[config.mk]
export PLATFORM = sky130hd
export DESIGN_NAME = pic_ctrl
export DESIGN_NICKNAME = d
export VERILOG_FILES = /design/src/include/pic_pkg.sv /design/src/hdl/pic_ctrl.sv /design/src/hdl/pic_prio_enc.sv
export VERILOG_INCLUDE_DIRS = /design/src /design/src/include
export SDC_FILE = /design/constraint.sdc
export NUM_CORES = 1
export LEC_CHECK = 0
export BUFFER_PORTS_ARGS = -buffer_cell sky130_fd_sc_hd__buf_2
export CORE_UTILIZATION = 57
export CTS_CLUSTER_DIAMETER = 100
export DETAILED_ROUTE_END_ITERATION = 8
export PLACE_DENSITY = 0.84
export SLEW_MARGIN = 20
export SYNTH_ARGS = -nofsm -noshare
export SYNTH_HDL_FRONTEND = slang
export SYNTH_SLANG_ARGS = --single-unit
[constraint.sdc]
create_clock -name REF_CLK -period 3.15 [get_ports REF_CLK]
set_input_delay 0.1575 -clock REF_CLK [delete_from_list [all_inputs] [get_ports REF_CLK]]
set_output_delay 0.1575 -clock REF_CLK [all_outputs]
set_load 0.02 [all_outputs]
[src/include/pic_consts.svh]
// Constants for the prioritized interrupt control block
`ifndef PIC_CONSTS_SVH
`define PIC_CONSTS_SVH

// ****************************************
// Control word locations
// ****************************************
`define PIC_ADDR_WORD0      2'h0
`define PIC_ADDR_WORD1      2'h1
`define PIC_ADDR_WORD2      2'h2
`define PIC_ADDR_WORD3      2'h3

// ****************************************
// Field positions
// ****************************************
`define PIC_W0_GIE_BIT      0
`define PIC_W0_EXT0_F_BIT   2
`define PIC_W0_EXT0_M_BIT   3
`define PIC_W1_EXT1_F_BIT   0
`define PIC_W1_EXT1_M_BIT   1
`define PIC_W1_TMRA_F_BIT   2
`define PIC_W1_TMRA_M_BIT   3
`define PIC_W2_TMRB_F_BIT   0
`define PIC_W2_TMRB_M_BIT   1
`define PIC_W2_TMRC_F_BIT   2
`define PIC_W2_TMRC_M_BIT   3
`define PIC_W3_ADC_F_BIT    0
`define PIC_W3_ADC_M_BIT    1
`define PIC_W3_SER_F_BIT    2
`define PIC_W3_SER_M_BIT    3

// ****************************************
// Reset values and vectors
// ****************************************
`define PIC_RST_FLAGS       7'h00
`define PIC_RST_MASKS       7'h7F
`define PIC_RST_GIE         1'b0
`define PIC_VEC_RESET       14'h0000
`define PIC_VEC_BASE        14'h0002
`define PIC_VEC_STEP        14'h0002
`define PIC_NUM_SRC         7

`endif

[src/include/pic_pkg.sv]
// Types for the prioritized interrupt control block
package pic_pkg;

	// Service sequence states
	typedef enum logic [1:0] {
		PIC_IDLE,
		PIC_CYC1,
		PIC_CYC2,
		PIC_CYC3
	} pic_state_e;

	// Source index order, priority 1 first
	typedef logic [6:0] pic_src_t;

endpackage : pic_pkg

[src/hdl/pic_ctrl.sv]
// Interrupt control words, edge capture and service sequencer
`timescale 1ns/10ps
`include "pic_consts.svh"

// Overview of operation
// (RULE_01) Reset/stop-release vector 0; sources priority 1..7, vectors 2..E.
// (RULE_02) Stop-release honoured only while in stop mode.
// (RULE_03) Highest-priority unmasked pending source is chosen.
// (RULE_04) Global enable in word 0 bit 0 gates all processing.
// (RULE_05) Enable cleared on service, set by return-from-interrupt.
// (RULE_06) External flags set on rising edges of external inputs.
// (RULE_07) External masks: 0 passes, 1 blocks.
// (RULE_08) Timer A flag set on each overflow.
// (RULE_09) Timer A mask in word 1 bit 3.
// (RULE_10) Timer B flag set on each overflow.
// (RULE_11) Timer B mask in word 2 bit 1.
// (RULE_12) Timer C flag set on each overflow.
// (RULE_13) Timer C mask in word 2 bit 3.
// (RULE_14) Serial flag set on transfer end or suspension.
// (RULE_15) Serial mask in word 3 bit 3.
// (RULE_16) Converter flag set when conversion finishes.
// (RULE_17) Converter mask in word 3 bit 1.
// (RULE_18) Request is flag and not mask; processed only if enabled.
// (RULE_19) Three-cycle service: finish, clear enable and push, jump.
// (RULE_20) Reset clears enable and flags, sets all masks.
// (RULE_21) Software writes never set flags; handler clears them.
// (RULE_22) Lower-priority requests stay pending while one is served.
// (RULE_23) Hardware set wins over a same-cycle software clear.
module pic_ctrl (
	// Clock and reset
	input  wire logic        REF_CLK,
	input  wire logic        RSTN,
	// Control word access from the core
	input  wire logic [1:0]  ADDR,
	input  wire logic        WR_EN,
	input  wire logic [3:0]  WR_DATA,
	input  wire logic        RD_EN,
	output logic [3:0]       RD_DATA,
	// Event sources, one-cycle pulses except the external inputs
	input  wire logic        EXT_IRQ_IN0,
	input  wire logic        EXT_IRQ_IN1,
	input  wire logic        TMRA_OVF,
	input  wire logic        TMRB_OVF,
	input  wire logic        TMRC_OVF,
	input  wire logic        ADC_DONE,
	input  wire logic        SERIAL_DONE,
	input  wire logic        SERIAL_SUSPEND,
	// Core status and stop release
	input  wire logic        STOP_MODE,
	input  wire logic        STOP_RELEASE_IN,
	input  wire logic        RETURN_FROM_IRQ_INSTR,
	input  wire logic        INSTR_DONE,
	// Service sequence outputs
	output logic             IRQ_ACK,
	output logic             PUSH_STATE,
	output logic             VEC_LOAD,
	output logic [13:0]      VEC_ADDR,
	output logic             STOP_RELEASE,
	output logic             GLOBAL_IRQ_ENABLE
);

	// ****************************************
	// Storage
	// ****************************************
	logic                    global_irq_enable_ff;
	logic [6:0]              req_flag_ff;
	logic [6:0]              request_mask_ff;
	logic [6:0]              set_evt;
	logic [6:0]              clr_evt;
	logic [6:0]              pending;
	logic                    ext0_d_ff;
	logic                    ext1_d_ff;
	logic                    pe_any;
	logic [13:0]             pe_vec;
	logic [6:0]              pend_d_ff;
	logic [3:0]              rd_word;
	logic                    clr_gie;
	pic_pkg::pic_state_e     state_ff;
	pic_pkg::pic_state_e     nxt_state;

	// Flag order: ext0, ext1, tmra, tmrb, tmrc, adc, serial
	wire w0 = WR_EN && (ADDR == `PIC_ADDR_WORD0);
	wire w1 = WR_EN && (ADDR == `PIC_ADDR_WORD1);
	wire w2 = WR_EN && (ADDR == `PIC_ADDR_WORD2);
	wire w3 = WR_EN && (ADDR == `PIC_ADDR_WORD3);

	// ****************************************
	// Named views of the control bits
	// ****************************************

	// One name per bit keeps the read map legible
	wire ext0_request_flag   = req_flag_ff[0];
	wire ext1_request_flag   = req_flag_ff[1];
	wire tmra_request_flag   = req_flag_ff[2];
	wire tmrb_request_flag   = req_flag_ff[3];
	wire tmrc_request_flag   = req_flag_ff[4];
	wire adc_request_flag    = req_flag_ff[5];
	wire serial_request_flag = req_flag_ff[6];
	wire ext0_mask           = request_mask_ff[0];
	wire ext1_mask           = request_mask_ff[1];
	wire tmra_mask           = request_mask_ff[2];
	wire tmrb_mask           = request_mask_ff[3];
	wire tmrc_mask           = request_mask_ff[4];
	wire adc_mask            = request_mask_ff[5];
	wire serial_mask         = request_mask_ff[6];

	// ****************************************
	// Event capture
	// ****************************************

	// Previous level of external inputs for rising edge detect
	always_ff @(posedge REF_CLK or negedge RSTN) begin
		if (!RSTN) begin
			ext0_d_ff <= 1'b0;
			ext1_d_ff <= 1'b0;
		end else begin
			ext0_d_ff <= EXT_IRQ_IN0;
			ext1_d_ff <= EXT_IRQ_IN1;
		end
	end

	// Hardware set events per source
	always_comb begin
		set_evt[0] = EXT_IRQ_IN0 && !ext0_d_ff; // RULE_06
		set_evt[1] = EXT_IRQ_IN1 && !ext1_d_ff; // RULE_06
		set_evt[2] = TMRA_OVF; // RULE_08
		set_evt[3] = TMRB_OVF; // RULE_10
		set_evt[4] = TMRC_OVF; // RULE_12
		set_evt[5] = ADC_DONE; // RULE_16
		set_evt[6] = SERIAL_DONE || SERIAL_SUSPEND; // RULE_14
	end

	// Software clears: writing 0 to a flag clears it, 1 leaves it
	always_comb begin
		clr_evt[0] = w0 && !WR_DATA[`PIC_W0_EXT0_F_BIT];
		clr_evt[1] = w1 && !WR_DATA[`PIC_W1_EXT1_F_BIT];
		clr_evt[2] = w1 && !WR_DATA[`PIC_W1_TMRA_F_BIT];
		clr_evt[3] = w2 && !WR_DATA[`PIC_W2_TMRB_F_BIT];
		clr_evt[4] = w2 && !WR_DATA[`PIC_W2_TMRC_F_BIT];
		clr_evt[5] = w3 && !WR_DATA[`PIC_W3_ADC_F_BIT];
		clr_evt[6] = w3 && !WR_DATA[`PIC_W3_SER_F_BIT];
	end

	// Request flags; the sequencer never touches them
	genvar g;
	generate
		for (g = 0; g < `PIC_NUM_SRC; g++) begin : g_flag
			always_ff @(posedge REF_CLK or negedge RSTN) begin
				if (!RSTN) begin
					req_flag_ff[g] <= 1'b0; // RULE_20
				end else if (set_evt[g]) begin
					req_flag_ff[g] <= 1'b1; // RULE_23
				end else if (clr_evt[g]) begin
					req_flag_ff[g] <= 1'b0; // RULE_21
				end
			end
		end
	endgenerate

	// ****************************************
	// Masks and global enable
	// ****************************************

	// Masks written directly; 1 blocks the source
	always_ff @(posedge REF_CLK or negedge RSTN) begin
		if (!RSTN) begin
			request_mask_ff <= `PIC_RST_MASKS; // RULE_20
		end else begin
			if (w0) begin
				request_mask_ff[0] <= WR_DATA[`PIC_W0_EXT0_M_BIT]; // RULE_07
			end
			if (w1) begin
				request_mask_ff[1] <= WR_DATA[`PIC_W1_EXT1_M_BIT]; // RULE_07
				request_mask_ff[2] <= WR_DATA[`PIC_W1_TMRA_M_BIT]; // RULE_09
			end
			if (w2) begin
				request_mask_ff[3] <= WR_DATA[`PIC_W2_TMRB_M_BIT]; // RULE_11
				request_mask_ff[4] <= WR_DATA[`PIC_W2_TMRC_M_BIT]; // RULE_13
			end
			if (w3) begin
				request_mask_ff[5] <= WR_DATA[`PIC_W3_ADC_M_BIT]; // RULE_17
				request_mask_ff[6] <= WR_DATA[`PIC_W3_SER_M_BIT]; // RULE_15
			end
		end
	end

	// Service clear has priority so a handler cannot be re-entered
	always_ff @(posedge REF_CLK or negedge RSTN) begin
		if (!RSTN) begin
			global_irq_enable_ff <= `PIC_RST_GIE; // RULE_20
		end else if (clr_gie) begin
			global_irq_enable_ff <= 1'b0; // RULE_05
		end else if (RETURN_FROM_IRQ_INSTR) begin
			global_irq_enable_ff <= 1'b1; // RULE_05
		end else if (w0) begin
			global_irq_enable_ff <= WR_DATA[`PIC_W0_GIE_BIT]; // RULE_04
		end
	end

	// ****************************************
	// Priority selection
	// ****************************************

	// Request raised per source regardless of enable
	assign pending = req_flag_ff & ~request_mask_ff; // RULE_18

	// Encoder result lags one cycle; remember the requests it saw
	always_ff @(posedge REF_CLK or negedge RSTN) begin
		if (!RSTN) begin
			pend_d_ff <= `PIC_RST_FLAGS;
		end else begin
			pend_d_ff <= pending;
		end
	end

	pic_prio_enc u_enc (
		.REF_CLK (REF_CLK),
		.RSTN    (RSTN),
		.req     (pending),
		.any_ff  (pe_any),
		.idx_ff  (),
		.vec_ff  (pe_vec)
	);

	// ****************************************
	// Service sequencer
	// ****************************************

	// Acknowledge only with enable set and pending unmasked source;
	// waits while requests change so the vector never names a stale
	// source, at the cost of a cycle after each new arrival
	always_comb begin
		nxt_state = state_ff;
		case (state_ff)
			pic_pkg::PIC_IDLE: begin
				if (pe_any && global_irq_enable_ff && !STOP_MODE &&
				    (pending == pend_d_ff)) begin // RULE_03
					nxt_state = pic_pkg::PIC_CYC1; // RULE_18
				end
			end
			pic_pkg::PIC_CYC1: begin
				if (INSTR_DONE) begin
					nxt_state = pic_pkg::PIC_CYC2; // RULE_19
				end
			end
			pic_pkg::PIC_CYC2: nxt_state = pic_pkg::PIC_CYC3; // RULE_19
			pic_pkg::PIC_CYC3: nxt_state = pic_pkg::PIC_IDLE;
			default:           nxt_state = pic_pkg::PIC_IDLE;
		endcase
	end

	assign clr_gie = (state_ff == pic_pkg::PIC_CYC1) && INSTR_DONE;

	always_ff @(posedge REF_CLK or negedge RSTN) begin
		if (!RSTN) begin
			state_ff <= pic_pkg::PIC_IDLE;
		end else begin
			state_ff <= nxt_state;
		end
	end

	// Sequence strobes; vector frozen at acknowledge so later
	// arrivals of any priority wait for the next service
	always_ff @(posedge REF_CLK or negedge RSTN) begin
		if (!RSTN) begin
			IRQ_ACK    <= 1'b0;
			PUSH_STATE <= 1'b0;
			VEC_LOAD   <= 1'b0;
			VEC_ADDR   <= `PIC_VEC_RESET;
		end else begin
			IRQ_ACK    <= (state_ff == pic_pkg::PIC_IDLE) &&
			              (nxt_state == pic_pkg::PIC_CYC1);
			PUSH_STATE <= (nxt_state == pic_pkg::PIC_CYC2) ||
			              (nxt_state == pic_pkg::PIC_CYC3); // RULE_19
			VEC_LOAD   <= (nxt_state == pic_pkg::PIC_CYC3) ||
			              (STOP_RELEASE_IN && STOP_MODE);
			if (STOP_RELEASE_IN && STOP_MODE) begin
				VEC_ADDR <= `PIC_VEC_RESET; // RULE_01
			end else if (state_ff == pic_pkg::PIC_IDLE &&
			             nxt_state == pic_pkg::PIC_CYC1) begin
				VEC_ADDR <= pe_vec; // RULE_22
			end
		end
	end

	// Stop release ignored outside stop mode
	always_ff @(posedge REF_CLK or negedge RSTN) begin
		if (!RSTN) begin
			STOP_RELEASE <= 1'b0;
		end else begin
			STOP_RELEASE <= STOP_RELEASE_IN && STOP_MODE; // RULE_02
		end
	end

	// Output copy of the enable with the same priority, so the core
	// never sees a value that lags the enable itself
	always_ff @(posedge REF_CLK or negedge RSTN) begin
		if (!RSTN) begin
			GLOBAL_IRQ_ENABLE <= `PIC_RST_GIE; // RULE_20
		end else if (clr_gie) begin
			GLOBAL_IRQ_ENABLE <= 1'b0; // RULE_05
		end else if (RETURN_FROM_IRQ_INSTR) begin
			GLOBAL_IRQ_ENABLE <= 1'b1; // RULE_05
		end else if (w0) begin
			GLOBAL_IRQ_ENABLE <= WR_DATA[`PIC_W0_GIE_BIT]; // RULE_04
		end
	end

	// Read word built from the field positions, so both maps agree;
	// the unused bit of word 0 reads as zero
	always_comb begin
		rd_word = 4'h0;
		if (ADDR == `PIC_ADDR_WORD0) begin
			rd_word[`PIC_W0_GIE_BIT]    = global_irq_enable_ff;
			rd_word[`PIC_W0_EXT0_F_BIT] = ext0_request_flag;
			rd_word[`PIC_W0_EXT0_M_BIT] = ext0_mask;
		end else if (ADDR == `PIC_ADDR_WORD1) begin
			rd_word[`PIC_W1_EXT1_F_BIT] = ext1_request_flag;
			rd_word[`PIC_W1_EXT1_M_BIT] = ext1_mask;
			rd_word[`PIC_W1_TMRA_F_BIT] = tmra_request_flag;
			rd_word[`PIC_W1_TMRA_M_BIT] = tmra_mask;
		end else if (ADDR == `PIC_ADDR_WORD2) begin
			rd_word[`PIC_W2_TMRB_F_BIT] = tmrb_request_flag;
			rd_word[`PIC_W2_TMRB_M_BIT] = tmrb_mask;
			rd_word[`PIC_W2_TMRC_F_BIT] = tmrc_request_flag;
			rd_word[`PIC_W2_TMRC_M_BIT] = tmrc_mask;
		end else begin
			rd_word[`PIC_W3_ADC_F_BIT]  = adc_request_flag;
			rd_word[`PIC_W3_ADC_M_BIT]  = adc_mask;
			rd_word[`PIC_W3_SER_F_BIT]  = serial_request_flag;
			rd_word[`PIC_W3_SER_M_BIT]  = serial_mask;
		end
	end

	// Registered read; data holds between reads
	always_ff @(posedge REF_CLK or negedge RSTN) begin
		if (!RSTN) begin
			RD_DATA <= 4'h0;
		end else if (RD_EN) begin
			RD_DATA <= rd_word;
		end
	end

endmodule : pic_ctrl

[src/hdl/pic_prio_enc.sv]
// Fixed priority encoder turning pending requests into a vector
`timescale 1ns/10ps
`include "pic_consts.svh"

module pic_prio_enc (
	// Clock and reset
	input  wire logic        REF_CLK,
	input  wire logic        RSTN,
	// Requests, bit 0 highest priority
	input  wire logic [6:0]  req,
	// Registered result
	output logic             any_ff,
	output logic [2:0]       idx_ff,
	output logic [13:0]      vec_ff
);

	logic [2:0] nxt_idx;
	logic       nxt_any;

	// Lowest index wins; lower sources never disturb the choice
	always_comb begin
		nxt_idx = 3'h0;
		nxt_any = 1'b0;
		for (int i = `PIC_NUM_SRC - 1; i >= 0; i--) begin
			if (req[i]) begin
				nxt_idx = 3'(i); // RULE_03
				nxt_any = 1'b1;
			end
		end
	end

	// Registered so the vector is glitch-free at the sequencer
	always_ff @(posedge REF_CLK or negedge RSTN) begin
		if (!RSTN) begin
			any_ff <= 1'b0;
			idx_ff <= 3'h0;
			vec_ff <= `PIC_VEC_RESET;
		end else begin
			any_ff <= nxt_any;
			idx_ff <= nxt_idx;
			// Vectors rise by two from the first source
			vec_ff <= `PIC_VEC_BASE + `PIC_VEC_STEP * {11'h000, nxt_idx}; // RULE_01
		end
	end

endmodule : pic_prio_enc

Yosys cells after proc, flatten, opt, wreduce, memory -nomap -nowiden:

Cells that the tools add are included.

* $lt $le $gt $ge: 0
* multiply operators: 0
* mux-type cells: 41
* shifts and indexed selects: 0
* bitwise logic cells: 2
* equal/unequal tests: 10
* add/subtract/negate cells: 1
* div/mod/pow operators: 0
* reduce and logical (&&, ||, !) cells: 38

Operator list (count)
* $mux W14: 2
* $mux W1: 26
* $mux W3: 7
* $logic_and A1 B1 Y1: 19
* $reduce_bool A2 Y1: 8
* $eq A2 B2 Y1 const B: 6
* $mux W4: 2
* $pmux W2 S4: 1
* $and A7 B7 Y7: 1
* $eq A7 B7 Y1: 1
* $not A7 Y7: 1
* $eq A2 B1 Y1 const B: 3
* $mux W2: 3
* $add A2 B4 Y5 const A: 1
* $logic_not A1 Y1: 5
* $logic_not A2 Y1: 2
* $logic_or A1 B1 Y1: 3
* $reduce_bool A3 Y1: 1

* memories kept: 0
* bits in read-only memories: 0
* memory bits (writable): 0
* latch bits: 0
* register bits: 63
* output and inout bits: 23
* logic and storage cells: 116

Longest topological paths before layout:

Gate-level depths: netlist (run 1).

* depth after elaboration: 10
* mapped depth: 8

Modules after synthesis:

From an unflattened synthesis (run 1), not the netlist that was laid out.

* cell total of the unflattened synthesis: 201
* area, all modules: 2462.4 µm²

By module, submodules not included
* pic_ctrl: seq. area each 1184.9 µm², cells an instance 168, area an instance 2089.5 µm², times used 1
* pic_prio_enc: seq. area each 200.2 µm², cells an instance 33, area an instance 372.9 µm², times used 1

Worst setup path before layout (run 1):

OpenSTA, ideal clock, no wires.

* path type: reg2reg
* start: register request_mask_ff[4]
* end: register VEC_ADDR[1]
* period minus slack after synthesis: 1.592 ns
* stages on the path, launching flop included: 7
* slack: 1.558 ns
* arrival: 1.512 ns
* data required time: 3.071 ns
* path buffers: 0
* path through: dfstp_2 -> nand2b_2 -> inv_2 -> xnor2_1 -> nand2_1 -> nor4_4 -> mux2i_1

* word-level cells in the longest chain between the ends: 9

RTL lines
* start, declared: RTL line pic_ctrl.sv:67 `logic [6:0] request_mask_ff;`
* start signal, assigned: RTL line pic_ctrl.sv:167 `` request_mask_ff <= `PIC_RST_MASKS; ``
* start signal, assigned: RTL line pic_ctrl.sv:178 `` request_mask_ff[4] <= WR_DATA[`PIC_W2_TMRC_M_BIT]; ``
* $not A7 Y7: RTL line pic_ctrl.sv:205 `assign pending = req_flag_ff & ~request_mask_ff;`
* $and A7 B7 Y7: RTL line pic_ctrl.sv:205
* net pending[4]: RTL line pic_ctrl.sv:70 `logic [6:0] pending;`
* $eq A7 B7 Y1: RTL line pic_ctrl.sv:237 `(pending == pend_d_ff)) begin`
* $logic_and A1 B1 Y1: RTL line pic_ctrl.sv:236 `if (pe_any && global_irq_enable_ff && !STOP_MODE &&`
* $mux W2: RTL line pic_ctrl.sv:236
* $pmux W2 S4: RTL line pic_ctrl.sv:234 `case (state_ff)`
* $eq A2 B1 Y1: RTL line pic_ctrl.sv:280 `nxt_state == pic_pkg::PIC_CYC1) begin`
* $logic_and A1 B1 Y1: RTL line pic_ctrl.sv:279 `end else if (state_ff == pic_pkg::PIC_IDLE &&`
* $reduce_bool A2 Y1 (no line)
* end signal, assigned: RTL line pic_ctrl.sv:269 `` VEC_ADDR <= `PIC_VEC_RESET; ``
* end signal, assigned: RTL line pic_ctrl.sv:278 `` VEC_ADDR <= `PIC_VEC_RESET; ``
* end signal, assigned: RTL line pic_ctrl.sv:281 `VEC_ADDR <= pe_vec;`
* end, declared: RTL line pic_ctrl.sv:57 `output logic [13:0] VEC_ADDR,`

The timed path passes the listed nets, and every way through them passes these cells.
A chain may end at the register's enable or synchronous reset.

Worst setup path after layout (run 1):

* start: register req_flag_ff[6], in the netlist serial_request_flag
* end: register VEC_ADDR[1]

* word-level cells in the longest chain between the ends: 8

RTL lines
* start, declared: RTL line pic_ctrl.sv:66 `logic [6:0] req_flag_ff;`
* start signal, assigned by index: RTL line pic_ctrl.sv:150 `req_flag_ff[g] <= 1'b0;`
* start signal, assigned by index: RTL line pic_ctrl.sv:152 `req_flag_ff[g] <= 1'b1;`
* start signal, assigned by index: RTL line pic_ctrl.sv:154 `req_flag_ff[g] <= 1'b0;`
* $and A7 B7 Y7: RTL line pic_ctrl.sv:205
* net pending[6]: RTL line pic_ctrl.sv:70
* $eq A7 B7 Y1: RTL line pic_ctrl.sv:237
* $logic_and A1 B1 Y1: RTL line pic_ctrl.sv:236
* $mux W2: RTL line pic_ctrl.sv:236
* $pmux W2 S4: RTL line pic_ctrl.sv:234
* $eq A2 B1 Y1: RTL line pic_ctrl.sv:280
* $logic_and A1 B1 Y1: RTL line pic_ctrl.sv:279
* $reduce_bool A2 Y1 (no line)

The timed path passes the listed nets, and every way through them passes these cells.

==> flow_metrics.tcl, run 1 <==
set metrics [dict create \
    htreeDepth 2 \
    cp.required_ps 3430 \
    min_period_ps 1820 \
    vias 1228 \
    gp_congestion 0.828 \
    viasPerCell 4.95 \
    dp_slack_ps 1320 \
    ys_seq_area_share_pct 54.8 \
    start_util_pct 61.8 \
    grt_max_degree 43 \
    cts-root-buf "clkbuf_4" \
    path_max_fanout 5 \
    numCtsBuffers 5 \
    track_usage_pct 20.9 \
    area_growth_pct 14.8 \
    io_buffers 34 \
    rsz0062_at_grt "no" \
    ys.flop_type "dfrtp_1" \
    drtIter0Drc 22 \
    final_design_area_no_fill_um2 2220 \
    yosys.area.top_type_share_pct 45.3 \
    cp.arrival_ps 2090 \
    syn_avg_cell_area_um2 12.0 \
    yosys.area.top_type "dfrtp_1" \
    synth_area_um2 1930 \
    hold_class "in2reg" \
    clk-insertion-delay-late_ps 340 \
    synth-edff-count 0 \
    rows 20 \
    status "finished clean" \
    hpwl_um 2400 \
    synth_commonest_cells "35 x dfrtp_1, 13 x nand2_1, 12 x mux2_2" \
    cts_buffer_depth 2 \
    ir_worst_vdd_mv 0.340 \
    max_freq_mhz 551 \
    slew_violations 0 \
    drcViolationCount 0 \
    start_kind "flip-flop" \
    hold_viol_final 0 \
    place_area_um2 2080 \
    netlist_instances 161 \
    clock_sinks 42 \
    core_um2 3130 \
    fp.dieH_um 60.2 \
    yosysWarnings 0 \
    antenna_found_initial 0 \
    synth.area.top_cells "dfrtp_1 45%, dfstp_2 9.5%, mux2_2 7.0%" \
    grt_pass1_wl_um 5330 \
    critPathKind "reg2reg" \
    end_kind "flip-flop" \
    drt_wl_total_um 3200 \
    clock_skew_ps 9.79 \
    setup_tns_ps 0 \
    first_pass_iters 4 \
    synth_seq_cells 42 \
    postRouteAntennaNets 0 \
    fp.dieW_um 60.2 \
    cts_tree "done" \
    setup_slack_ps 1330 \
    leakage_nw 0.999 \
    grt-ovfl-total 0 \
    cts_repair_resize_count 0 \
    drive_gt1_share_pct 35.8 \
    ios 45 \
    ys_types 38 \
    min_period_over_period_pct 57.6 \
    powerDensity_nw_per_um2 587 \
    maxCapViolCount 0 \
    slew-limit-headroom_pct 41.1 \
    synthArstFlopShare_pct 100 \
    grt_pass1_vias 1257 \
    worst_pin_slew_ps 883 \
    die_area_um2 3630 \
    cts.clk_slew.worst_paths_ps 120 \
    insertedDiodeCount 0 \
    nNetsFinal 226 \
    wl_per_cell_um 12.9 \
    synth_most_common_cell "dfrtp_1" \
    finalSetupViolCount 0 \
]
-- stage by stage --
stage	std cells	power [mW]	hold WS [ps]	utilization [%]
floorplan	171	0.966	-138	-
global placement	232	1.03	280	66.4
detailed placement	232	1.04	283	66.4
CTS	248	1.32	8.55	70.9
global route	248	1.38	8.35	70.9
finish	248	1.30	20.3	70.9
-- critical path, stage by stage (launching register included) --
cell and delay (ps):
dfrtp_1 390, nor2b_1 380, xnor2_1 170, nand2_1 130
nor4_4 460, mux2i_1 230
-- cell families after synthesis --
family	Yosys count	synth area share, %
flops	42	54.8
xor+xnor	8	4.79
fa+ha+maj	1	0.647
other cells	1	0.194
mux	19	12.8
compound gates	15	4.27
simple gates	49	14.7
buf+inv	26	7.83
-- final timing paths --
path	cells after the start	from	end	slack, ps
max in group asynchronous	2	RSTN	adc_request_flag$_DFFE_PN0P_	2140
min in group asynchronous	2	RSTN	state_ff[0]$_DFF_PN0_	460
setup / recovery	5	serial_request_flag$_DFFE_PN0P_	VEC_ADDR[1]$_DFFE_PN0P_	1330
hold / removal	2	RETURN_FROM_IRQ_INSTR	GLOBAL_IRQ_ENABLE$_DFFE_PN0P_	20
hold reg to reg	1	ext0_d_ff$_DFF_PN0_	ext0_request_flag$_DFFE_PN0P_	430
setup reg to reg	5	serial_request_flag$_DFFE_PN0P_	VEC_ADDR[1]$_DFFE_PN0P_	1330
-- where the power goes --
group          internal [mW]  switching [mW]  total, mW
clock                  0.108           0.161      0.269
sequential             0.636          0.0531      0.690
combinational          0.153           0.190      0.343
total                  0.898           0.404       1.30
-- cell type report --
cell class                      instances  area, um2
Clock inverter                          1       5.00
Sequential cell                        42       1060
Multi-Input combinational cell        103        759
Clock buffer                            7       55.1
Timing Repair Buffer                   42        250
Tap cell                               44       55.1
Fill cell                             242        910
Inverter                                9       33.8
-- sequential cells by signal (all words and copies together), names as in the netlist, 4 cells and up --
register         cells
RD_DATA              4
VEC_ADDR             4
pend_d_ff            7
request_mask_ff      7
u_enc.vec_ff         4
-- cells in the final DEF (no fill, tap or decap), types with 6 or more instances in the layout --
cell,instances
dfrtp_1,35
buf_2,34
nand2_1,13
mux2_2,12
conb_1,11
o21ai_0,9
inv_1,8
dlygate4sd3_1,8
nor2_1,7
dfstp_2,7
nor2b_1,6
-- layer usage --
| layer | track usage (%) | share of wire [%] | vias to the layer above | wire [um] |
|---|---|---|---|---|
| li1 | - | - | 600 | - |
| met1 | 23.1 | 40 | 580 | 1290 |
| met2 | 37.5 | 54 | 40 | 1720 |
| met3 | 4.55 | 4.2 | 8 | 134 |
| met4 | 10.3 | 2.0 | 0 | 63 |
| met5 | 0 | 0 | - | 0 |
-- repair_timing --
| action | CTS | global route |
|---|---|---|
| hold buffers | 8 | 0 |
| hold endpoints to repair | 41 | 0 |
| setup buffers | 0 | 0 |
(Power assumes the default switching activity.)
==> inputs of run 2 (changes only) <==
--- a/config.mk
+++ b/config.mk
@@ -7,10 +7,10 @@
 export NUM_CORES = 1
 export LEC_CHECK = 0
 export BUFFER_PORTS_ARGS = -buffer_cell sky130_fd_sc_hd__buf_2
-export CORE_UTILIZATION = 57
+export CORE_UTILIZATION = 53
 export CTS_CLUSTER_DIAMETER = 100
 export DETAILED_ROUTE_END_ITERATION = 8
-export PLACE_DENSITY = 0.84
+export PLACE_DENSITY = 0.79
 export SLEW_MARGIN = 20
 export SYNTH_ARGS = -nofsm -noshare
 export SYNTH_HDL_FRONTEND = slang
==> constraint.sdc (replaced) <==
create_clock -name REF_CLK -period 1.7 [get_ports REF_CLK]
set_input_delay 0.085 -clock REF_CLK [delete_from_list [all_inputs] [get_ports REF_CLK]]
set_output_delay 0.085 -clock REF_CLK [all_outputs]
set_load 0.02 [all_outputs]
==> run 2 against run 1 <==
Utilization is 1.0 points lower. Non-clock buffer count grew 14. Fmax rose by 6.8%. Largest power group unchanged.
==> flow_metrics.tcl, run 2 (synthesized netlist as in run 1, its figures left out) <==
set metrics [dict create \
    start_kind "flip-flop" \
    r2r_slack_ps 0.2 \
    first_pass_iters 4 \
    min_period_ps 1700 \
    insertedDiodeCount 0 \
    max_freq_mhz 588 \
    regToRegStartpoint "request_mask_ff[4]$_DFFE_PN1P_" \
    multi_input_area_um2 806 \
    wl_per_cell_um 13.9 \
    grt_pass1_vias 1396 \
    viasPerCell 5.02 \
    cp.arrival_ps 2000 \
    rsz0062_at_grt "yes" \
    antenna_found_initial 0 \
    grt_pass1_wl_um 6430 \
    finalSetupViolCount 0 \
    status "finished clean" \
    fp.dieW_um 62.4 \
    die_area_um2 3890 \
    clk-insertion-delay-late_ps 350 \
    layoutNonFillerInstCount 264 \
    path_max_fanout 3 \
    path_cells "nand2b_4 > inv_4 > xnor2_2 > nand2_2 > or4_4 > nor2_2" \
    r2r-end "IRQ_ACK$_DFF_PN0_" \
    final_cell_mix "35 x dfrtp_1, 34 x buf_2, 13 x dlygate4sd3_1" \
    hpwl_um 2590 \
    postRouteAntennaNets 0 \
    final_design_area_no_fill_um2 2390 \
    slew-limit-headroom_pct 46.8 \
    worst_pin_slew_ps 799 \
    dpl.cell_count 239 \
    hold_viol_final 0 \
    nNetsFinal 240 \
    ir_worst_vdd_mv 0.661 \
    slowest_stage "dfstp_2" \
    drtIter0Drc 28 \
    drive_gt1_share_pct 41.7 \
    place_area_um2 2120 \
    max_stage_delay_ps 570 \
    clock_skew_ps 11.6 \
    htreeDepth 2 \
    grt_max_degree 38 \
    mostFrequentLayoutCell "dfrtp_1" \
    rows 21 \
    cts_buffer_depth 2 \
    reg_top3 "pend_d_ff x7, request_mask_ff x7" \
    drcViolationCount 0 \
    gp_congestion 0.870 \
    core_um2 3420 \
    powerDensity_nw_per_um2 1060 \
    seqCellArea_um2 1060 \
    min_path_cells 2 \
    leakage_nw 1.11 \
    area_growth_pct 23.5 \
    cts-root-buf "clkbuf_4" \
    min_to "request_mask_ff[6]$_DFFE_PN1P_" \
    maxCapViolCount 0 \
    hold_class "in2reg" \
    worstHoldStart "WR_DATA[3]" \
    cts_tree "done" \
    critPathKind "reg2reg" \
    slew_violations 0 \
    cp.required_ps 2000 \
    ios 45 \
    grt-ovfl-total 0 \
    track_usage_pct 21.8 \
    vias 1325 \
    reg2reg_depth 6 \
    drt_wl_total_um 3680 \
    fp.dieH_um 62.4 \
    nFillCells 287 \
    cts.clk_slew.worst_paths_ps 120 \
    min_period_over_period_pct 100 \
    numCtsBuffers 5 \
    start_util_pct 56.6 \
    end_kind "flip-flop" \
    clock_sinks 42 \
    io_buffers 34 \
]
==> run 2: worst max-delay path, delay by kind of cell, from the launching register on <==
kind / cells / cell delay, ps
XOR/XNOR: 1 / 160
buffers and inverters: 1 / 50
flip-flops: 1 / 570
AND/OR/NAND/NOR: 4 / 870
==> run 2: metrics by stage <==
| stage | hold WS [ps] | TNS (ps) | utilization [%] | setup slack [ps] | power [mW] |
|---|---|---|---|---|---|
| after detailed placement | 213 | -223 | 62.0 | -104 | 1.96 |
| final | 16.6 | 0 | 69.9 | 0.228 | 2.54 |
| after global routing | 8.48 | -139 | 69.9 | -62.3 | 2.68 |
| after global placement | 199 | 0 | 62.0 | 25.8 | 1.92 |
| after CTS | 14.9 | -2.77 | 68.6 | -2.77 | 2.52 |
| after floorplan | -211 | 0 | - | 108 | 1.79 |
==> run 2: how the worst max path moves through the flow <==
stage	startpoint	end	depth (start not counted)
2_1_floorplan	request_mask_ff[4]$_DFFE_PN1P_	VEC_ADDR[1]$_DFFE_PN0P_	6
3_3_place_gp	request_mask_ff[4]$_DFFE_PN1P_	VEC_ADDR[1]$_DFFE_PN0P_	6
3_5_place_dp	request_mask_ff[4]$_DFFE_PN1P_	VEC_ADDR[4]$_DFFE_PN0P_	6
4_1_cts	request_mask_ff[4]$_DFFE_PN1P_	VEC_ADDR[4]$_DFFE_PN0P_	7
5_1_grt	request_mask_ff[4]$_DFFE_PN1P_	IRQ_ACK$_DFF_PN0_	6
6_report	request_mask_ff[4]$_DFFE_PN1P_	IRQ_ACK$_DFF_PN0_	6
==> run 2: final cells by class <==
cell class	instances	share of cell area [%]
clock buffers	7	2.31
clock inverters	1	0.210
inverters	9	1.52
multi-input cells	103	33.8
flip-flops and latches	42	44.4
well taps	46	2.41
repair buffers	56	15.4
==> run 2: routing by layer <==
layer  up-vias  GRT usage, %  wire length [um]
li1        626             -                 -
met1       650          24.3              1430
met2        41          39.1              2010
met3         8          6.75               177
met4         0          7.85                68
met5         -             0                 0
==> run 2: what timing repair did <==
| action | CTS | global route |
|---|---|---|
| endpoints found under the setup margin | 5 | 6 |
| setup buffers | 1 | 3 |
| hold buffers | 13 | 0 |
| pin swaps | 2 | 3 |
| endpoints found under the hold margin | 42 | 0 |
| resized for setup | 8 | 5 |
==> run 2: power by group <==
part	switching, mW	leakage [nW]	internal [mW]	total (mW)
logic	0.382	0.602	0.350	0.731
clock network	0.314	0.0353	0.201	0.515
registers	0.114	0.473	1.18	1.29
==> inputs of run 3 (changes only) <==
--- a/config.mk
+++ b/config.mk
@@ -10,6 +10,7 @@
 export CORE_UTILIZATION = 53
 export CTS_CLUSTER_DIAMETER = 100
 export DETAILED_ROUTE_END_ITERATION = 8
+export GPL_ROUTABILITY_DRIVEN = 0
 export PLACE_DENSITY = 0.79
 export SLEW_MARGIN = 20
 export SYNTH_ARGS = -nofsm -noshare
==> constraint.sdc (replaced) <==
create_clock -name REF_CLK -period 1.85 [get_ports REF_CLK]
set_input_delay 0.0925 -clock REF_CLK [delete_from_list [all_inputs] [get_ports REF_CLK]]
set_output_delay 0.0925 -clock REF_CLK [all_outputs]
set_load 0.02 [all_outputs]
==> run 3 against run 2 <==
Non-clock buffer count is 9 lower. Die area stayed put. Critical path depth stayed put. Count of clock-buffer cells in the layout stayed put. Worst hold slack worse by 0.73 ps. Design area is 4.6% lower. Worst setup slack better by 120 ps. Via count is 4.4% lower. Clock power is 8.7% lower. Sequential share of layout area is 2.1 points higher. Largest cell class unchanged.
==> flow_metrics.tcl, run 3 (synthesized netlist as in run 1, its figures left out) <==
set metrics [dict create \
    antenna_found_initial 0 \
    wl_per_cell_um 13.4 \
    clock_sinks 42 \
    p_int_mw 1.54 \
    postRouteAntennaNets 0 \
    hold_class "in2reg" \
    path_max_fanout 5 \
    status "finished clean" \
    htreeDepth 2 \
    rsz0062_at_grt "no" \
    start_util_pct 56.6 \
    critPathKind "reg2reg" \
    fp.dieH_um 62.4 \
    seqPwrFrac_pct 52.4 \
    first_pass_iters 4 \
    insertedDiodeCount 0 \
    leakage_nw 1.03 \
    drtIter0Drc 27 \
    core_um2 3420 \
    cts_buffer_depth 2 \
    ir_worst_vdd_mv 0.498 \
    grt-ovfl-total 0 \
    drive_gt1_share_pct 37.3 \
    final_cell_mix "35 x dfrtp_1, 34 x buf_2, 13 x nand2_1" \
    grt_max_degree 43 \
    slew_violations 0 \
    min_period_over_period_pct 93.3 \
    power.share.switching_pct 31.5 \
    finalSetupViolCount 0 \
    power.total_mw 2.25 \
    reg_top3 "pend_d_ff x7, request_mask_ff x7" \
    min_period_ps 1730 \
    end_kind "flip-flop" \
    grt_pass1_wl_um 6070 \
    numCtsBuffers 5 \
    clock_skew_ps 11.7 \
    start_kind "flip-flop" \
    cts-root-buf "clkbuf_4" \
    worst_pin_slew_ps 899 \
    highest_layer "met4" \
    cp.arrival_ps 2010 \
    vias 1267 \
    hpwl_um 2510 \
    ios 45 \
    setup_tns_ps 0 \
    area_growth_pct 17.9 \
    cp.required_ps 2130 \
    slew-limit-headroom_pct 40.0 \
    drcViolationCount 0 \
    die_area_um2 3890 \
    track_usage_pct 20.7 \
    fp.dieW_um 62.4 \
    comb_power_share_pct 26.7 \
    grt_pass1_vias 1358 \
    max_freq_mhz 579 \
    cts_tree "done" \
    clk-insertion-delay-late_ps 360 \
    wl_met3_um 170 \
    mostFrequentLayoutCell "dfrtp_1" \
    rows 21 \
    met2_wirelength_um 1810 \
    cts.clk_slew.worst_paths_ps 120 \
    drt-met1-wl_um 1380 \
    nNetsFinal 231 \
    clkPwrFrac_pct 20.9 \
    maxCapViolCount 0 \
    io_buffers 34 \
    hold_viol_final 0 \
    viasPerCell 4.97 \
    power.switching_mw 0.709 \
    powerDensity_nw_per_um2 988 \
    drt_wl_total_um 3420 \
]
run 3: timing repair:
item                                    4_1_cts  5_1_grt
hold buffers                                 12        0
buffers inserted                              0        1
gates resized for setup                       0        4
endpoints found under the setup margin        0        4
hold endpoints to repair                     46        0
run 3: final timing paths:
check                                                 from                              to  slack (ps)  depth (start not counted)
setup / recovery           serial_request_flag$_DFFE_PN0P_         VEC_ADDR[2]$_DFFE_PN0P_         120                          6
hold / removal                                  WR_DATA[3]  request_mask_ff[0]$_DFFE_PN1P_          20                          2
setup reg to reg           serial_request_flag$_DFFE_PN0P_         VEC_ADDR[2]$_DFFE_PN0P_         120                          6
hold reg to reg                        ext0_d_ff$_DFF_PN0_   ext0_request_flag$_DFFE_PN0P_         440                          1
max in group asynchronous                             RSTN             ext0_d_ff$_DFF_PN0_         890                          2
min in group asynchronous                             RSTN          RD_DATA[0]$_DFFE_PN0P_         400                          2
run 3: area by class of cell:
| class | instances | area [um2] |
|---|---|---|
| Fill cell | 295 | 1140 |
| Sequential cell | 42 | 1060 |
| Multi-Input combinational cell | 103 | 769 |
| Timing Repair Buffer | 47 | 298 |
| Tap cell | 46 | 57.6 |
| Clock buffer | 7 | 55.1 |
| Inverter | 9 | 33.8 |
| Clock inverter | 1 | 5.00 |
run 3: metrics by stage:
stage / area (um2) / std cells / hold WS, ps / setup WS [ps] / utilization (%)
after floorplan: 1970 / 171 / -203 / 258 / -
after global placement: 2080 / 234 / 215 / 141 / 60.9
after detailed placement: 2080 / 234 / 217 / 54.3 / 60.9
after CTS: 2260 / 254 / 7.05 / 29.9 / 66.2
after global routing: 2280 / 255 / 6.46 / 28.9 / 66.7
final: 2280 / 255 / 15.8 / 123 / 66.7
run 3: metal layers:
layer	GRT usage (%)	vias to the layer above
met5	0	-
met3	6.02	5
met1	23.8	618
met4	9.01	0
met2	36.0	39
li1	-	605
run 3: power by group through the flow:
stage                     combinational, mW  clock (mW)  sequential (mW)
after CTS                             0.603       0.476             1.18
after global routing                  0.665       0.525             1.20
after global placement                0.562           0             1.19
final                                 0.601       0.470             1.18
after floorplan                       0.418           0             1.23
after detailed placement              0.581           0             1.20
run 3: worst max-delay path: stages, from the launching register on:
cell and delay (ps):
dfrtp_1 380, nor2b_1 330, xnor2_1 170, nand2_1 130, nor4_4 260, buf_4 180
mux2i_1 200
